--- src/common/pfs_map.svh ---
// Register map, field positions and reset values of the function status bank
// ==========================================================================
`ifndef PFS_MAP_SVH
`define PFS_MAP_SVH

// ==========================================================================
// Byte offsets on the register bus
`define PFS_OFS_STATUS   4'h0
`define PFS_OFS_IRQ_STAT 4'h4
`define PFS_OFS_IRQ_MASK 4'h8
`define PFS_OFS_CTRL     4'hc
`define PFS_ADDR_W       4

// ==========================================================================
// Status field positions
`define PFS_BIT_RECEIVED_MASTER_ABORT_FLAG   13
`define PFS_BIT_TABTREC  12
`define PFS_BIT_TABTSIG  11
`define PFS_BIT_TIM_HI   10
`define PFS_BIT_TIM_LO   9
`define PFS_BIT_PAR      8
`define PFS_TIMING_CODE  2'h1
`define PFS_CAPABILITY_LIST_PRESENT_VAL  1'h1
`define PFS_HARD_ZERO    1'h0
`define PFS_RSVD_VAL     4'h0

// ==========================================================================
// Event bit positions (interrupt status and mask)
`define PFS_EV_RECEIVED_MASTER_ABORT_FLAG    0
`define PFS_EV_TABTREC   1
`define PFS_EV_TABTSIG   2
`define PFS_EV_PAR       3
`define PFS_EV_W         4
`define PFS_CTRL_PERESP  0
`define PFS_ZERO32       32'h0000_0000
`define PFS_ZERO_EV      4'h0

`endif

--- src/common/pfs_pkg.sv ---
// Types shared by the function status bank
package pfs_pkg;
  `include "pfs_map.svh"

  typedef struct packed {
    logic master_abort;
    logic target_abort_rcvd;
    logic target_abort_sent;
    logic perr_seen;
    logic bus_master;
  } pfs_evt_t;

  typedef struct packed {
    logic [`PFS_ADDR_W-1:0] address;
    logic                   read;
    logic                   write;
    logic [31:0]            writedata;
  } pfs_req_t;

  typedef enum logic [1:0] {PFS_IDLE, PFS_ANSWER} pfs_state_t;
endpackage

--- src/core/pfs_flag.sv ---
// One sticky flag: hardware set wins over software write-one clear
module pfs_flag (
  input  wire logic mclk,
  input  wire logic sys_rst,
  input  wire logic set_i,
  input  wire logic clr_i,
  output logic      flag_q
);
  logic flag_d;

  always_comb begin
    flag_d = flag_q;
    if (clr_i) begin
      flag_d = 1'b0;
    end
    if (set_i) begin
      flag_d = 1'b1;
    end
  end

  always_ff @(posedge mclk or posedge sys_rst) begin
    if (sys_rst) begin
      flag_q <= 1'b0;
    end else begin
      flag_q <= flag_d;
    end
  end
endmodule

--- src/core/pfs_sync.sv ---
// Two-stage synchroniser for a bundle of levels
module pfs_sync #(
  parameter int W = 5
) (
  input  wire logic         mclk,
  input  wire logic         sys_rst,
  input  wire logic [W-1:0] d_i,
  output logic      [W-1:0] q_o
);
  logic [W-1:0] s1_q;

  initial begin
    if (W < 1) begin
      $error("pfs_sync: width must be positive");
    end
  end

  always_ff @(posedge mclk or posedge sys_rst) begin
    if (sys_rst) begin
      s1_q <= '0;
      q_o  <= '0;
    end else begin
      s1_q <= d_i;
      q_o  <= s1_q;
    end
  end
endmodule

--- src/core/pfs_status_bank.sv ---
// Function status bank: sticky bus-error flags, hardwired codes, Avalon-MM slave
module pfs_status_bank
  import pfs_pkg::*;
(
  input  wire logic                   mclk,
  input  wire logic                   sys_rst,
  input  wire pfs_pkg::pfs_evt_t      evt_i,
  input  wire logic [`PFS_ADDR_W-1:0] avs_address,
  input  wire logic                   avs_read,
  input  wire logic                   avs_write,
  input  wire logic [31:0]            avs_writedata,
  input  wire logic [3:0]             avs_byteenable,
  output logic [31:0]                 avs_readdata,
  output logic                        avs_waitrequest,
  output logic [1:0]                  avs_response,
  output logic                        irq_q
);
  import pfs_pkg::*;

  // ==========================================================================
  // Event inputs come from the bus engine pins; sync then edge-detect
  pfs_evt_t evt_s;
  pfs_evt_t evt_p_q;
  pfs_evt_t evt_p_d;

  pfs_sync #(.W(5)) u_sync (
    .mclk    (mclk),
    .sys_rst (sys_rst),
    .d_i     (evt_i),
    .q_o     (evt_s)
  );

  always_comb begin
    evt_p_d = evt_s;
  end

  always_ff @(posedge mclk or posedge sys_rst) begin
    if (sys_rst) begin
      evt_p_q <= '0;
    end else begin
      evt_p_q <= evt_p_d;
    end
  end

  // ==========================================================================
  // Bus slave: one cycle of wait, answer in the second cycle
  pfs_state_t st_q;
  pfs_state_t st_d;
  logic [31:0] rdata_q;
  logic [31:0] rdata_d;
  logic [1:0]  resp_q;
  logic [1:0]  resp_d;
  logic        wait_q;
  logic        wait_d;
  logic        peresp_q;
  logic        peresp_d;
  logic [`PFS_EV_W-1:0] mask_q;
  logic [`PFS_EV_W-1:0] mask_d;
  logic        irq_d;
  logic        wr_take;
  logic [15:0] status_w;
  logic [`PFS_EV_W-1:0] ev_set;
  logic [`PFS_EV_W-1:0] ev_clr;
  logic [`PFS_EV_W-1:0] st_clr;
  logic [`PFS_EV_W-1:0] ev_q;
  logic [`PFS_EV_W-1:0] fl_q;

  function automatic logic hit(input logic [`PFS_ADDR_W-1:0] a,
                               input logic [`PFS_ADDR_W-1:0] ofs);
    hit = (a == ofs);
  endfunction

  // Write takes effect at the edge where waitrequest is seen low
  assign wr_take = avs_write && (st_q == PFS_ANSWER);

  // ==========================================================================
  // Flag set conditions; edges so a held level counts once
  always_comb begin
    ev_set = `PFS_ZERO_EV;
    ev_set[`PFS_EV_RECEIVED_MASTER_ABORT_FLAG]  = evt_s.master_abort && !evt_p_q.master_abort;
    ev_set[`PFS_EV_TABTREC] = evt_s.target_abort_rcvd
                              && !evt_p_q.target_abort_rcvd;
    ev_set[`PFS_EV_TABTSIG] = evt_s.target_abort_sent
                              && !evt_p_q.target_abort_sent;
    // All three conditions at once, sampled together
    ev_set[`PFS_EV_PAR] = evt_s.perr_seen && !evt_p_q.perr_seen
                          && evt_s.bus_master && peresp_q;
  end

  // Clears only from write of one with the low byte lanes selected
  always_comb begin
    st_clr = `PFS_ZERO_EV;
    ev_clr = `PFS_ZERO_EV;
    if (wr_take && hit(avs_address, `PFS_OFS_STATUS)) begin
      if (avs_byteenable[1]) begin
        st_clr[`PFS_EV_RECEIVED_MASTER_ABORT_FLAG]  = avs_writedata[`PFS_BIT_RECEIVED_MASTER_ABORT_FLAG];
        st_clr[`PFS_EV_TABTREC] = avs_writedata[`PFS_BIT_TABTREC];
        st_clr[`PFS_EV_TABTSIG] = avs_writedata[`PFS_BIT_TABTSIG];
        st_clr[`PFS_EV_PAR]     = avs_writedata[`PFS_BIT_PAR];
      end
    end
    if (wr_take && hit(avs_address, `PFS_OFS_IRQ_STAT) && avs_byteenable[0]) begin
      ev_clr = avs_writedata[`PFS_EV_W-1:0];
    end
  end

  genvar gi;
  generate
    for (gi = 0; gi < `PFS_EV_W; gi++) begin : g_flag
      pfs_flag u_fl (
        .mclk    (mclk),
        .sys_rst (sys_rst),
        .set_i   (ev_set[gi]),
        .clr_i   (st_clr[gi]),
        .flag_q  (fl_q[gi])
      );
      pfs_flag u_ev (
        .mclk    (mclk),
        .sys_rst (sys_rst),
        .set_i   (ev_set[gi]),
        .clr_i   (ev_clr[gi]),
        .flag_q  (ev_q[gi])
      );
    end
  endgenerate

  // ==========================================================================
  // Status image; hardwired fields are constants and ignore writes
  always_comb begin
    status_w = 16'h0000;
    status_w[`PFS_BIT_RECEIVED_MASTER_ABORT_FLAG]  = fl_q[`PFS_EV_RECEIVED_MASTER_ABORT_FLAG];
    status_w[`PFS_BIT_TABTREC] = fl_q[`PFS_EV_TABTREC];
    status_w[`PFS_BIT_TABTSIG] = fl_q[`PFS_EV_TABTSIG];
    status_w[`PFS_BIT_TIM_HI:`PFS_BIT_TIM_LO] = `PFS_TIMING_CODE;
    status_w[`PFS_BIT_PAR] = fl_q[`PFS_EV_PAR];
    status_w[7] = `PFS_HARD_ZERO;
    status_w[6] = `PFS_HARD_ZERO;
    status_w[5] = `PFS_HARD_ZERO;
    status_w[4] = `PFS_CAPABILITY_LIST_PRESENT_VAL;
    status_w[3:0] = `PFS_RSVD_VAL;
  end

  // ==========================================================================
  // Slave sequencing, control and mask registers
  always_comb begin
    st_d     = st_q;
    rdata_d  = rdata_q;
    resp_d   = resp_q;
    wait_d   = wait_q;
    peresp_d = peresp_q;
    mask_d   = mask_q;
    case (st_q)
      PFS_IDLE: begin
        wait_d = 1'b1;
        if (avs_read || avs_write) begin
          st_d   = PFS_ANSWER;
          wait_d = 1'b0;
          resp_d = 2'b00;
          rdata_d = `PFS_ZERO32;
          if (avs_read) begin
            if (hit(avs_address, `PFS_OFS_STATUS)) begin
              rdata_d = {16'h0000, status_w};
            end else if (hit(avs_address, `PFS_OFS_IRQ_STAT)) begin
              rdata_d = {28'h0, ev_q};
            end else if (hit(avs_address, `PFS_OFS_IRQ_MASK)) begin
              rdata_d = {28'h0, mask_q};
            end else if (hit(avs_address, `PFS_OFS_CTRL)) begin
              rdata_d = {31'h0, peresp_q};
            end else begin
              resp_d = 2'b11;
            end
          end else if (!(hit(avs_address, `PFS_OFS_STATUS)
                         || hit(avs_address, `PFS_OFS_IRQ_STAT)
                         || hit(avs_address, `PFS_OFS_IRQ_MASK)
                         || hit(avs_address, `PFS_OFS_CTRL))) begin
            resp_d = 2'b11;
          end
        end
      end
      PFS_ANSWER: begin
        st_d   = PFS_IDLE;
        wait_d = 1'b1;
        if (wr_take && avs_byteenable[0]) begin
          if (hit(avs_address, `PFS_OFS_IRQ_MASK)) begin
            mask_d = avs_writedata[`PFS_EV_W-1:0];
          end
          if (hit(avs_address, `PFS_OFS_CTRL)) begin
            peresp_d = avs_writedata[`PFS_CTRL_PERESP];
          end
        end
      end
      default: begin
        st_d   = PFS_IDLE;
        wait_d = 1'b1;
      end
    endcase
    irq_d = |(ev_q & mask_q);
  end

  always_ff @(posedge mclk or posedge sys_rst) begin
    if (sys_rst) begin
      st_q     <= PFS_IDLE;
      rdata_q  <= `PFS_ZERO32;
      resp_q   <= 2'b00;
      wait_q   <= 1'b1;
      peresp_q <= 1'b0;
      mask_q   <= `PFS_ZERO_EV;
      irq_q    <= 1'b0;
    end else begin
      st_q     <= st_d;
      rdata_q  <= rdata_d;
      resp_q   <= resp_d;
      wait_q   <= wait_d;
      peresp_q <= peresp_d;
      mask_q   <= mask_d;
      irq_q    <= irq_d;
    end
  end

  assign avs_readdata    = rdata_q;
  assign avs_waitrequest = wait_q;
  assign avs_response    = resp_q;
endmodule

--- config.mk ---
export PLATFORM = sky130hd
export DESIGN_NAME = pfs_status_bank
export DESIGN_NICKNAME = d
export VERILOG_FILES = /design/src/common/pfs_pkg.sv /design/src/core/pfs_flag.sv /design/src/core/pfs_sync.sv /design/src/core/pfs_status_bank.sv
export VERILOG_INCLUDE_DIRS = /design/src /design/src/common
export SDC_FILE = /design/constraint.sdc
export NUM_CORES = 1
export LEC_CHECK = 0
export BUFFER_PORTS_ARGS = -buffer_cell sky130_fd_sc_hd__buf_4
export CORE_MARGIN = 8
export CORE_UTILIZATION = 45
export DETAILED_ROUTE_END_ITERATION = 8
export GPL_TIMING_DRIVEN = 1
export MAX_ROUTING_LAYER = met4
export PLACE_DENSITY = 0.81
export SYNTH_ARGS = -nofsm -noshare
export SYNTH_HDL_FRONTEND = slang
export SYNTH_SLANG_ARGS = --single-unit
export TNS_END_PERCENT = 50
--- constraint.sdc ---
create_clock -name mclk -period 1.6 [get_ports mclk]
set_input_delay 0 -clock mclk [delete_from_list [all_inputs] [get_ports mclk]]
set_output_delay 0 -clock mclk [all_outputs]
set_load 0.03 [all_outputs]
==> run summary <==
I/O pin cnt: 85
WP data required: 1.77 ns
commonest register cell after synthesis: dfrtp_1
Final Setup Violations: 0
kind of critical path: register to register
final std cells w/o fill: 244
Netlist cell types: 31
final period utilization: 89.0%
crit path time final: 1.42 ns
Final #Nets: 244
Placeable Area: 3630 um^2
CTS tree: done
vias per cell: 4.61
Max-cap violations: 0
main combinational cell family by area after synthesis: simple AND/OR/NAND/NOR gates
max_slew headroom: 63.1%
TNS Setup: 0 ns
synthesized cell area: 1680 um^2
Detailed Route WL: 3420 um
reg2reg path depth: 3
first-pass GRT wire length: 5890 um
area delta synth->final: 26.7%
Static Leak: 1.04 nW
smallest setup slack after layout: 0.177 ns
final hold violation count: 0
dpl hpwl: 2570 um
pin count of the biggest net entering global routing: 41
Antenna diodes: 0
# DRC: 0
share of the synthesized area in the top cell type: 58.0%
Die Ht: 77.2 um
CTS Buffer Depth: 2
mux cell area share after synthesis: 4.83%
Clock Sinks: 40
RSZ-0062 raised after global routing: no
DP Worst Slack: 0.206 ns
power per cell area: 1010 nW/um^2
post-synthesis register bit count: 40
clock root buffer: clkbuf_8
post-synthesis average cell area: 11.9 um^2
number of global-route vias before repair: 1,229
Hold Crit Class: input port to register
GP Congestion: 0.821
layout cells sized above 1: 27.6%
initial antenna violation count: 0
clock buffer count from CTS: 5
Max H-tree Level: 2
Slew Viols, Final: 0
die width: 77.2 um
xor/xnor cell area share of the yosys netlist: 0%
yosys warns: 0
Max VDD drop: 0.716 mV
fmax: 0.703 GHz
gr usage total: 12.7%
Critical Path AT: 1.60 ns
Initial Util: 46.3%
Pre-antenna DRT Iters: 4
grt ovf: 0
critical path peak fanout: 4
Post-Synth Adder-Cell Area: 0%
setup bufs post-CTS: 0
Clk pin slew, worst setup/hold paths: 0.07 ns
Port Buffers: 36
register area share after synthesis: 59.6%
Compound-Gate Fraction of Synth Area: 10.1%
total power: 2.16 mW
area leader, netlist: dfrtp_1
worst-skew pair later-pin latency: 0.29 ns
Post-synth EDFFs: 0
WL/cell: 14.0 um
iteration-0 DRC count of the detailed router: 77
cell count after placement: 222
site row count: 22
Die Area: 5950 um^2
startpoint types: register
Cells after Synth: 141
worst-margin pin slew: 0.552 ns
Synth Area in Simple Gates: 13.2%
cell count of the worst hold path: 3
Clock Skew: 0.00806 ns
asr flop ratio synth: 100%
crit path capture type: register
Vias: 1,126
remaining antenna violation count after routing: 0
Synth area leaders: dfrtp_1 58%, buf_4 11%, mux2_4 3.6%
status: complete, no violations
## stage by stage
stage | hold slack [ns] | util (%) | instance area, um^2
after global placement | 0.109 | 52.6 | 1910
after CTS | 0.00982 | 58.7 | 2130
after detailed placement | 0.111 | 52.6 | 1910
after floorplan | 0.0314 | - | 1760
final | 0.0166 | 58.7 | 2130
after global routing | 0.0187 | 58.7 | 2130
## worst paths after layout
check                                     from               to  slack [ns]
worst max-delay path                   st_q[0]        mask_q[0]        0.18
worst min-delay path            avs_address[0]  avs_response[0]        0.02
worst max register to register         st_q[0]        mask_q[0]        0.18
worst min register to register  u_sync.s1_q[1]    u_sync.q_o[1]        0.35
max in group asynchronous              sys_rst  avs_waitrequest        0.85
min in group asynchronous              sys_rst   u_sync.s1_q[4]        0.39
## cell usage after synthesis (all sizes together) (2+ instances only)
cell / n
dfrtp: 39
buf: 26
nand2: 12
nor2: 11
a31oi: 8
o21ai: 7
mux2: 5
nor2b: 5
a22o: 4
a22oi: 3
and3: 3
nand2b: 3
inv: 2
## flip-flops by register name, indices dropped and copies added, names as in the netlist
register / count
avs_readdata: 9
avs_response: 1
avs_waitrequest: 1
evt_p_q: 4
g_flag.u_ev.flag_q: 4
g_flag.u_fl.flag_q: 4
irq_q: 1
mask_q: 4
peresp_q: 1
st_q: 1
u_sync.q_o: 5
u_sync.s1_q: 5
## metal layers
metal	up-vias	global-route usage (%)	share of wire (%)	wire length, um
met3	6	5.01	6.5	222
li1	546	-	-	-
met2	43	19.6	48	1650
met4	0	5.09	1.7	57
met1	531	14.4	43	1490
met5	-	-	0	0
## cell usage in the layout, fill, tap and decap left out, drive strengths merged, types with 2 or more instances in the layout
cell / n
clkbuf: 7
a22o: 4
and3: 3
dlygate4sd3: 14
o21ai: 7
inv: 2
nand2: 12
a22oi: 3
a31oi: 8
nor2: 11
mux2: 5
nand2b: 3
nor2b: 5
dfrtp: 39
conb: 22
buf: 38
## worst max-delay path: stages, from the launching register on
cell and delay, ns:
dfrtp_1 0.36, and4bb_1 0.27, and3_1 0.34, mux2_4 0.33
## power by group
| part | internal [mW] | switching, mW | leakage, nW |
|---|---|---|---|
| Sequential | 1.08 | 0.0445 | 0.472 |
| Clock | 0.306 | 0.330 | 0.0422 |
| Combinational | 0.161 | 0.234 | 0.524 |
| Total | 1.55 | 0.609 | 1.04 |
## final cells by class
type | count | area (um^2)
fillers | 335 | 1500
flip-flops and latches | 40 | 1000
multi-input cells | 94 | 556
repair buffers | 52 | 425
clock buffers | 7 | 76.3
well taps | 48 | 60.1
inverters | 2 | 7.51
clock inverters | 1 | 5.00
## logic make-up after synthesis
| family | count (synthesis) |
|---|---|
| simple gates | 40 |
| other cells | 1 |
| buf+inv | 28 |
| flops | 40 |
| compound gates | 26 |
| mux | 6 |
## repair_timing
action,4_1_cts,5_1_grt
hold buffers,14,0
resized for setup,0,0
endpoints found under the hold margin,57,0
setup endpoints to repair,0,0
(Power assumes the default switching activity.)
